File: src/drc_map.svh
// constants of the drive auto-restart supervisor: offsets, fields, resets, timing
// assumes a 40 MHz system clock and byte offsets on the plain register port
//
// Behaviour
// manual: run at power-up waits for retoggle
// run means enable with forward or reverse
// manual fault: reset plus run retoggle needed
// manual, zero limit: only manual reset clears
// manual, nonzero limit: auto reset, still retoggle
// policy 1: power-up start, no fault restart
// policy 2: delayed fault restart, no power-up start
// policy 3: restart at power-up and after faults
// three-wire mode never restarts on its own
// attempts capped at limit 0..10, default 3
// attempt count cleared hourly and at power-up; the code clears it hourly only while it is below the limit
// restart delay 0..3600 s, default 3
// wait delay before reset; retry gets new delay
// one-second tick times delay and hour window
`ifndef DRC_MAP_SVH
`define DRC_MAP_SVH

// register byte offsets
`define DRC_OFF_CTRL    8'h00
`define DRC_OFF_LIMIT   8'h04
`define DRC_OFF_DELAY   8'h08
`define DRC_OFF_STATUS  8'h0C
`define DRC_OFF_MASK    8'h10
`define DRC_OFF_STATE   8'h14

// control fields
`define DRC_CTRL_POL_LSB   0
`define DRC_CTRL_3W_BIT    2

// reset values and maxima
`define DRC_POLICY_RST     2'h1
`define DRC_LIMIT_RST      4'h3
`define DRC_LIMIT_MAX      4'hA
`define DRC_DELAY_RST      12'h003
`define DRC_DELAY_MAX      12'hE10

// policy codes
`define DRC_POL_MANUAL     2'h0
`define DRC_POL_PWRUP      2'h1
`define DRC_POL_FAULT      2'h2
`define DRC_POL_BOTH       2'h3

// status event bits
`define DRC_EV_FAULT       0
`define DRC_EV_AUTORST     1
`define DRC_EV_LOCKOUT     2
`define DRC_EV_START       3

// timing: the tick period in seconds, the clock rate, the hour in seconds
`define DRC_CLK_HZ         40000000
`define DRC_TICK_PERIOD_S  1
`define DRC_TICK_CYCLES    (`DRC_CLK_HZ * `DRC_TICK_PERIOD_S)
`define DRC_HOUR_S         3600

`endif

File: src/drc_pkg.sv
// types of the drive auto-restart supervisor
// assumes drc_map.svh for every number
package drc_pkg;

  // one-hot supervisor states
  typedef enum logic [6:0] {
    ST_PWRUP = 7'h01,  // first cycle after power-up
    ST_IDLE  = 7'h02,  // stopped, run absent
    ST_HOLD  = 7'h04,  // stopped until run is removed
    ST_RUN   = 7'h08,  // motor permitted
    ST_FAULT = 7'h10,  // fault present, waiting
    ST_DELAY = 7'h20,  // restart delay counting
    ST_CHECK = 7'h40   // auto reset issued, watching fault
  } drc_state_t;

  // whole state of the main module
  typedef struct packed {
    drc_state_t  st;
    logic [1:0]  policy;
    logic        three_wire;
    logic [3:0]  limit;
    logic [11:0] delay_set;
    logic [11:0] remain;
    logic [3:0]  status;
    logic [3:0]  mask;
    logic [31:0] rdata;
    logic        run_permit;
    logic        auto_reset;
    logic        lockout;
    logic        irq;
  } drc_main_t;

endpackage : drc_pkg

File: src/drc_cnt_if.sv
// signals shared by the supervisor, its tick source and its attempt counter
// assumes one clock for all three modules
`timescale 1ns/1ps
interface drc_cnt_if;
  logic       tick;      // one-cycle pulse each second
  logic       inc;       // one attempt made
  logic [3:0] limit;     // attempts allowed per hour
  logic [3:0] count;     // attempts made this hour
  logic       at_limit;  // count has reached limit

  modport tick_src (output tick);
  modport main     (input tick, count, at_limit, output inc, limit);
  modport cnt      (input tick, inc, limit, output count, at_limit);
endinterface : drc_cnt_if

File: src/drc_tick.sv
// one-second tick prescaler for the restart supervisor
// assumes a free-running system clock at the rate of the map header
`timescale 1ns/1ps
module drc_tick
  import drc_pkg::*;
#(
  parameter int TICK_CYCLES = 40000000  // clock cycles per second
)(
  input  wire logic clk_i,
  input  wire logic rstn_i,
  drc_cnt_if.tick_src t
);
  localparam int W = $clog2(TICK_CYCLES + 1);

  typedef struct packed {
    logic [W-1:0] cnt;   // cycles into this second
    logic         tick;  // pulse
  } drc_tick_t;

  drc_tick_t s;
  drc_tick_t next_s;

  ////////////////////////////////////////////////////////////////
  // prescaler
  always_comb
  begin
    next_s = s;
    next_s.tick = 1'b0;
    if (s.cnt == W'(TICK_CYCLES - 1))
    begin
      next_s.cnt  = '0;
      next_s.tick = 1'b1;
    end
    else
    begin
      next_s.cnt = s.cnt + W'(1);
    end
  end

  // register, cleared by reset
  always_ff @(posedge clk_i)
  begin
    if (!rstn_i)
      s <= '0;
    else
      s <= next_s;
  end

  assign t.tick = s.tick;
endmodule : drc_tick

File: src/drc_attempts.sv
// restart attempt counter with its one-hour window
// assumes the seconds tick and attempt pulses arrive over the shared interface
`timescale 1ns/1ps
module drc_attempts
  import drc_pkg::*;
#(
  parameter int HOUR_S = 3600  // window length in seconds
)(
  input  wire logic clk_i,
  input  wire logic rstn_i,
  drc_cnt_if.cnt c
);
  typedef struct packed {
    logic [11:0] secs;   // seconds into the window
    logic [3:0]  count;  // attempts in the window
  } drc_att_t;

  drc_att_t s;
  drc_att_t next_s;
  logic     win_end;    // last second of the window

  ////////////////////////////////////////////////////////////////
  // window and count
  always_comb
  begin
    next_s  = s;
    win_end = c.tick && (s.secs == 12'(HOUR_S - 1));
    if (c.tick)
      next_s.secs = win_end ? 12'h000 : s.secs + 12'h001;
    // a quiet hour forgets earlier attempts; a locked hour keeps them
    if (win_end && (s.count < c.limit))
      next_s.count = 4'h0;
    else if (c.inc && (s.count != 4'hF))
      next_s.count = s.count + 4'h1;
  end

  // power cycle clears the count
  always_ff @(posedge clk_i)
  begin
    if (!rstn_i)
      s <= '0;
    else
      s <= next_s;
  end

  assign c.count    = s.count;
  assign c.at_limit = (s.count >= c.limit);
endmodule : drc_attempts

File: src/drc_supervisor.sv
// auto-restart supervisor of a motor drive: decides when the motor may run
// assumes synchronous operator inputs, a fault level from the drive fault logic
// and a single-cycle register port with read data one cycle later
// and fault logic that answers an auto reset one cycle later
//
// Added by the designer: strobed register access and the register offsets.
`include "drc_map.svh"
`timescale 1ns/1ps
module drc_supervisor
  import drc_pkg::*;
#(
  parameter int TICK_CYCLES = `DRC_TICK_CYCLES,  // cycles per second tick
  parameter int HOUR_S      = `DRC_HOUR_S         // attempt window in seconds
)(
  input  wire logic        clk_i,
  input  wire logic        rstn_i,
  input  wire logic        enable_i,        // operator enable
  input  wire logic        forward_cmd_i,   // forward direction
  input  wire logic        reverse_cmd_i,   // reverse direction
  input  wire logic        fault_i,         // drive fault present
  input  wire logic        manual_reset_i,  // operator fault reset pulse
  input  wire logic [7:0]  addr_i,
  input  wire logic [31:0] wdata_i,
  input  wire logic        wr_i,
  input  wire logic        rd_i,
  output logic      [31:0] rdata_o,
  output logic             run_permit_o,    // motor may run
  output logic             auto_reset_o,    // fault reset request pulse
  output logic             lockout_o,       // manual restart needed
  output logic             irq_o
);

  ////////////////////////////////////////////////////////////////
  // helpers and submodules
  // tick and attempt counter share one bundle
  drc_cnt_if cif ();

  drc_tick #(
    .TICK_CYCLES (TICK_CYCLES)
  ) u_tick (
    .clk_i  (clk_i),
    .rstn_i (rstn_i),
    .t      (cif.tick_src)
  );

  drc_attempts #(
    .HOUR_S (HOUR_S)
  ) u_att (
    .clk_i  (clk_i),
    .rstn_i (rstn_i),
    .c      (cif.cnt)
  );

  // clamp a written value to its top of range
  function automatic logic [11:0] clamp12(input logic [11:0] v, input logic [11:0] top);
    clamp12 = (v > top) ? top : v;
  endfunction : clamp12

  drc_main_t  s;            // registered state
  drc_main_t  next_s;       // next state
  logic       run_now;      // run command present
  logic       auto_pwr;     // policy allows start at power-up
  logic       auto_flt;     // policy allows restart after fault
  logic       may_try;      // an automatic reset may be attempted
  logic [3:0] ev;           // events this cycle
  logic [3:0] w1c;          // status bits written with one

  // run needs enable and a direction
  assign run_now  = enable_i && (forward_cmd_i || reverse_cmd_i);
  assign auto_pwr = (s.policy == `DRC_POL_PWRUP) || (s.policy == `DRC_POL_BOTH);
  assign auto_flt = (s.policy == `DRC_POL_FAULT) || (s.policy == `DRC_POL_BOTH);
  // policy 1 never retries; otherwise need a nonzero limit not yet used up
  assign may_try  = (s.policy != `DRC_POL_PWRUP) && (s.limit != 4'h0) && !cif.at_limit;
  // counter compares against the live limit
  assign cif.limit = s.limit;

  ////////////////////////////////////////////////////////////////
  // next-state logic: supervisor, registers, events
  always_comb
  begin
    next_s     = s;
    ev         = 4'h0;
    w1c        = 4'h0;
    cif.inc    = 1'b0;
    next_s.auto_reset = 1'b0;
    next_s.rdata      = 32'h0000_0000;

    // register writes
    if (wr_i)
    begin
      unique case (addr_i)
        `DRC_OFF_CTRL:
        begin
          // policy and three-wire share a word
          next_s.policy     = wdata_i[`DRC_CTRL_POL_LSB +: 2];
          next_s.three_wire = wdata_i[`DRC_CTRL_3W_BIT];
        end
        // limit field values 11..15 saturate at 10; data bits above bit 3 are dropped
        `DRC_OFF_LIMIT:  next_s.limit = 4'(clamp12({8'h00, wdata_i[3:0]}, {8'h00, `DRC_LIMIT_MAX}));
        `DRC_OFF_DELAY:  next_s.delay_set = clamp12(wdata_i[11:0], `DRC_DELAY_MAX);
        // ones written clear status bits
        `DRC_OFF_STATUS: w1c = wdata_i[3:0];
        `DRC_OFF_MASK:   next_s.mask = wdata_i[3:0];
        default:         ;  // unmapped writes ignored
      endcase
    end

    // register reads, data stand one cycle
    if (rd_i)
    begin
      unique case (addr_i)
        `DRC_OFF_CTRL:   next_s.rdata = {29'h0, s.three_wire, s.policy};
        `DRC_OFF_LIMIT:  next_s.rdata = {28'h0, s.limit};
        `DRC_OFF_DELAY:  next_s.rdata = {20'h0, s.delay_set};
        `DRC_OFF_STATUS: next_s.rdata = {28'h0, s.status};
        `DRC_OFF_MASK:   next_s.rdata = {28'h0, s.mask};
        // remain, count, lockout, state
        `DRC_OFF_STATE:  next_s.rdata = {8'h00, s.remain, cif.count, s.lockout, s.st};
        default:         next_s.rdata = 32'h0000_0000;  // unmapped reads zero
      endcase
    end

    // restart delay counts whole seconds
    if (cif.tick && (s.remain != 12'h000))
      next_s.remain = s.remain - 12'h001;

    // supervisor
    unique case (s.st)
      ST_PWRUP:
      begin
        // run already present at power-up: start only if policy allows
        if (fault_i)
          next_s.st = ST_FAULT;
        // three-wire always wants a fresh press
        else if (run_now && auto_pwr && !s.three_wire)
          next_s.st = ST_RUN;
        else if (run_now)
          next_s.st = ST_HOLD;
        else
          next_s.st = ST_IDLE;
      end

      // idle: fresh run starts at once
      ST_IDLE:
      begin
        if (fault_i)
          next_s.st = ST_FAULT;
        else if (run_now)
          next_s.st = ST_RUN;
      end

      // hold: stale run is ignored
      ST_HOLD:
      begin
        // wait for the run command to be removed
        if (fault_i)
          next_s.st = ST_FAULT;
        else if (!run_now)
          next_s.st = ST_IDLE;
      end

      // run: left on fault or stop
      ST_RUN:
      begin
        if (fault_i)
          next_s.st = ST_FAULT;
        else if (!run_now)
          next_s.st = ST_IDLE;
      end

      // fault: reset, clear, retry or lock
      ST_FAULT:
      begin
        // manual reset always wins; the run command must then be retoggled
        if (manual_reset_i)
        begin
          next_s.st      = run_now ? ST_HOLD : ST_IDLE;
          next_s.lockout = 1'b0;
        end
        // fault went away on its own
        else if (!fault_i && !s.lockout)
          next_s.st = run_now ? ST_HOLD : ST_IDLE;
        // retry allowed: fresh delay
        else if (may_try)
        begin
          next_s.st     = ST_DELAY;
          next_s.remain = s.delay_set;
        end
        // no retry left: latch once
        else if (!s.lockout)
        begin
          next_s.lockout = 1'b1;
          ev[`DRC_EV_LOCKOUT] = 1'b1;
        end
      end

      // delay: seconds count to zero
      ST_DELAY:
      begin
        // fire the reset once the delay has fully run out
        if (manual_reset_i)
          next_s.st = run_now ? ST_HOLD : ST_IDLE;
        // one attempt counted per pulse
        else if (s.remain == 12'h000)
        begin
          next_s.st         = ST_CHECK;
          next_s.auto_reset = 1'b1;
          cif.inc           = 1'b1;
          ev[`DRC_EV_AUTORST] = 1'b1;
        end
      end

      // check: did the reset take
      ST_CHECK:
      begin
        // give the fault logic until the next second tick to clear;
        // a tick in the pulse cycle is skipped, since the fault
        // logic cannot have answered yet and the try would be lost
        if (manual_reset_i)
          next_s.st = run_now ? ST_HOLD : ST_IDLE;
        else if (cif.tick && !s.auto_reset && !fault_i)
        begin
          if (run_now && auto_flt && !s.three_wire)
            next_s.st = ST_RUN;
          else
            next_s.st = run_now ? ST_HOLD : ST_IDLE;
        end
        else if (cif.tick && !s.auto_reset)
          next_s.st = ST_FAULT;  // retry restarts the delay
      end

      // other codes: corrupt register
      default:
      begin
        next_s.st = ST_PWRUP;  // illegal code recovers via power-up path
      end
    endcase

    // a failed retry is no new fault
    if ((next_s.st == ST_FAULT) && (s.st != ST_FAULT) && (s.st != ST_CHECK))
      ev[`DRC_EV_FAULT] = 1'b1;
    // start event on each entry to run
    if ((next_s.st == ST_RUN) && (s.st != ST_RUN))
      ev[`DRC_EV_START] = 1'b1;

    // motor permission follows the state entered
    next_s.run_permit = (next_s.st == ST_RUN);

    // sticky events: a new event beats a same-cycle clear
    next_s.status = (s.status & ~w1c) | ev;
    next_s.irq    = |(next_s.status & next_s.mask);
  end

  ////////////////////////////////////////////////////////////////
  // state register; reset is a power cycle
  always_ff @(posedge clk_i)
  begin
    if (!rstn_i)
    begin
      // settings return to defaults too
      s            <= '0;
      s.st         <= ST_PWRUP;
      s.policy     <= `DRC_POLICY_RST;
      s.limit      <= `DRC_LIMIT_RST;
      s.delay_set  <= `DRC_DELAY_RST;
    end
    else
    begin
      s <= next_s;
    end
  end

  // outputs are state register fields
  assign rdata_o      = s.rdata;
  assign run_permit_o = s.run_permit;
  assign auto_reset_o = s.auto_reset;
  assign lockout_o    = s.lockout;
  assign irq_o        = s.irq;
endmodule : drc_supervisor

File: config.mk
export PLATFORM = sky130hd
export DESIGN_NAME = drc_supervisor
export DESIGN_NICKNAME = d
export VERILOG_FILES = /design/src/drc_pkg.sv /design/src/drc_cnt_if.sv /design/src/drc_tick.sv /design/src/drc_attempts.sv /design/src/drc_supervisor.sv
export VERILOG_INCLUDE_DIRS = /design/src
export SDC_FILE = /design/constraint.sdc
export NUM_CORES = 1
export LEC_CHECK = 0
export BUFFER_PORTS_ARGS = -buffer_cell sky130_fd_sc_hd__buf_2
export CAP_MARGIN = 5
export CORE_UTILIZATION = 30
export CTS_CLUSTER_SIZE = 16
export DETAILED_ROUTE_END_ITERATION = 6
export PLACE_DENSITY = 0.52
export SYNTH_ARGS = -nofsm -noshare
export SYNTH_HDL_FRONTEND = slang
export SYNTH_HIERARCHICAL = 1
export SYNTH_SLANG_ARGS = --single-unit
File: constraint.sdc
create_clock -name clk_i -period 3 [get_ports clk_i]
set_input_delay 0.6 -clock clk_i [delete_from_list [all_inputs] [get_ports clk_i]]
set_output_delay 0.6 -clock clk_i [all_outputs]
set_load 0.01 [all_outputs]
==> results.json <==
{
  "area_growth_syn_to_layout_pct": 16.0,
  "synth_area_um2": 5950,
  "setup.worst_path.end": "s[47]$_SDFF_PN0_",
  "async_reset_ff_frac": 0,
  "grt_util_met2": 0.241,
  "via_count_of_the_first_global_routing_pass": 4547,
  "worst_clock_skew_ps": 6.72,
  "grt.overflow.total": 0,
  "drc": 0,
  "layout_min_cycle_time_ps": 2400,
  "slew-limit-headroom": 0.579,
  "rsz0062_at_grt": "false",
  "fin_tns_setup_ps": 0,
  "final-setup-viol-count": 0,
  "antennaDiodeCount": 0,
  "top_usage_layer": "met2",
  "main_flop_type_after_synthesis": "sky130_fd_sc_hd__dfxtp_1",
  "port-buffer-count": 56,
  "die_h_um": 143,
  "avgRoutedWirePerCell_um": 14.4,
  "clk_pin_slew_worst_paths_ps": 60,
  "cts_root_buffer": "sky130_fd_sc_hd__clkbuf_16",
  "hp-class": "in -> reg",
  "cts_setup_buffers": 0,
  "report.final.slew_viol_count": 0,
  "multi_input_area_um2": 3110,
  "synth_warnings": 6,
  "htree_num_levels": 4,
  "post-synth-top-count-cell": "sky130_fd_sc_hd__dfxtp_1",
  "global_route_wire_length_before_repair_um": 23700,
  "netlist.top_cell.by_area": "sky130_fd_sc_hd__dfxtp_1",
  "p_total_mw": 4.15,
  "placed_area_um2": 6220,
  "synthDominantCellAreaShare": 0.393,
  "finalHoldWorstSlack_ps": 447,
  "ant_nets": 0,
  "hold_viol_final": 0,
  "instance_count_along_the_most_critical_hold_path": 3,
  "gp_congestion": 0.822,
  "postCtsHoldBufs": 0,
  "drt_pre_antenna_iters": 6,
  "cp.arrival_ps": 2690,
  "cts_buffer_depth": 2,
  "critPathCaptureType": "flip-flop",
  "synth_cells": 694,
  "power.density_nw_per_um2": 601,
  "launch_point_of_the_worst_path": "s[76]$_SDFF_PN0_",
  "fin_crit_sh": 0.801,
  "max-vdd-ir-drop_uv": 383,
  "regArea_um2": 2340,
  "gr-usage-met1": 0.199,
  "ys_ff_latch": 117,
  "number_of_clock_sinks_seen_by_cts": 117,
  "tritoncts": "yes",
  "placed_wire_length_estimate_um": 10300,
  "postLayoutCoreUtil": 0.355,
  "worst_slew_pin_slew_ps": 631,
  "r2r.worst_path.cells": 6,
  "post_cts_resized": 0,
  "worst-path-max-fanout": 23,
  "routed_wirelength_um": 14400,
  "antenna_violations_before_repair": 0,
  "top_level_ports": 85,
  "grt_util_all_layers": 0.151,
  "setup.reg_to_reg.worst_slack_ps": 600,
  "detailedRoute.firstIterationViolations": 241,
  "synth_enable_flop_cells": 0,
  "timing.critical_path.required_ps": 3280,
  "cts_buffers": 17,
  "worst_setup_path_start_kind": "flip-flop",
  "max_freq_mhz": 416,
  "synth_common_cells": "117 x sky130_fd_sc_hd__dfxtp_1, 66 x sky130_fd_sc_hd__nand2_1, 66 x sky130_fd_sc_hd__nor2_1, 45 x sky130_fd_sc_hd__a21oi_1, 36 x sky130_fd_sc_hd__buf_4",
  "critPathKind": "reg -> reg",
  "critical_r2r_capture": "s[47]$_SDFF_PN0_",
  "postSynthAreaPerCell_um2": 8.58,
  "max_cap_viol_count": 0,
  "worstReg2RegStart": "s[76]$_SDFF_PN0_",
  "drive_gt1_frac": 0.170,
  "floorplan.initialDensity": 0.306,
  "detail_route.vias_per_cell": 4.88,
  "grt_max_degree": 24,
  "num-nets-final": 776,
  "unique_cell_type_count_in_the_yosys_netlist": 75,
  "dieArea_um2": 20400,
  "vias": 4858,
  "final_area_um2": 6910,
  "clock_insertion_delay_worst_skew_ps": 410,
  "status": "completed",
  "core_area_um2": 19500,
  "post_synth_main_area_contributors": "sky130_fd_sc_hd__dfxtp_1 39%, sky130_fd_sc_hd__buf_4 4.5%, sky130_fd_sc_hd__nand2_1 4.2%",
  "routing_usage_on_met3": 0.0382,
  "fillerInstances": 1965,
  "total_number_of_placement_rows": 51,
  "ys_seq_area_frac": 0.393,
  "floorplan.die.width_um": 143,
  "static-leakage-power_nw": 2.71
}
-- power by group --
part	switching, mW	total, mW	internal [mW]
clock network	0.734	2.36	1.63
registers	0.0228	1.59	1.57
logic	0.126	0.196	0.0700
-- per-stage QoR --
| stage | cells | setup slack (ps) |
|---|---|---|
| after floorplan | 701 | 725 |
| after global placement | 965 | 507 |
| after detailed placement | 965 | 454 |
| after CTS | 996 | 577 |
| after global routing | 996 | 363 |
| final | 996 | 596 |
-- worst min-delay path by stage --
| stage | startpoint | end |
|---|---|---|
| floorplan | u_tick/s[1]$_SDFF_PP0_ | u_tick/s[1]$_SDFF_PP0_ |
| global placement | u_tick/s[1]$_SDFF_PP0_ | u_tick/s[1]$_SDFF_PP0_ |
| detailed placement | u_tick/s[1]$_SDFF_PP0_ | u_tick/s[1]$_SDFF_PP0_ |
| CTS | wdata_i[10] | s[66]$_SDFFE_PN0P_ |
| global route | wdata_i[9] | s[65]$_SDFFE_PN0P_ |
| finish | wdata_i[10] | s[66]$_SDFFE_PN0P_ |
-- registers in the layout (all words and copies together), names as in the netlist --
signal and flops:
irq_o 1, u_tick/s 26, lockout_o 1, run_permit_o 1
auto_reset_o 1, u_att/s 12, u_tick/t.tick 1, cif.limit 4
u_att/c.count 4, s 42, rdata_o 24
-- kinds of logic (layout without fill, tap and decap cells) --
logic type	Yosys count	in the layout	synth area share
AOI/OAI and AO/OA	134	134	0.145
xor gates and xnor gates	33	33	0.0485
adders and majority gates	8	8	0.0168
buffers and inverters	87	117	0.0880
DFF	117	117	0.393
muxes	12	12	0.0244
other	1	8	0.000630
and+or+nand+nor	302	302	0.283
-- placed cells by master, fill, tap and decap left out, drive strengths merged, types with 7 or more instances in the layout --
cell type	n
nor4	11
nand2b	10
a21oi	47
buf	66
a22oi	10
or4	7
conb	8
xnor2	10
o21ai	24
dfxtp	117
nor3	15
nand2	67
and3	9
inv	21
ha	8
xor2	23
a211oi	7
o22ai	11
and2	16
and4	8
nor2	66
nor4b	7
mux2i	10
clkbuf	20
or3	17
nand3	35
nand4	18
-- layout make-up --
cell class,count,area share
Clock buffer,20,0.0676
Clock inverter,11,0.0319
Inverter,20,0.0109
Multi-Input combinational cell,497,0.451
Sequential cell,117,0.339
Tap cell,265,0.0480
Timing Repair Buffer,66,0.0515
-- metal layers --
layer	wire length, µm	vias to the layer above	share of wire
li1	-	2504	-
met1	6870	2220	0.48
met2	6650	126	0.46
met3	758	8	0.053
met4	95	0	0.0066
met5	0	-	0
-- worst max-delay path, stage by stage (launching register included) --
cell and delay, ps:
sky130_fd_sc_hd__dfxtp_1 430, sky130_fd_sc_hd__or4_4 590, sky130_fd_sc_hd__or3_4 420, sky130_fd_sc_hd__nor3_4 250, sky130_fd_sc_hd__nand2_4 210, sky130_fd_sc_hd__o21ai_0 290
sky130_fd_sc_hd__a31oi_1 60
(Power assumes the default switching activity.)
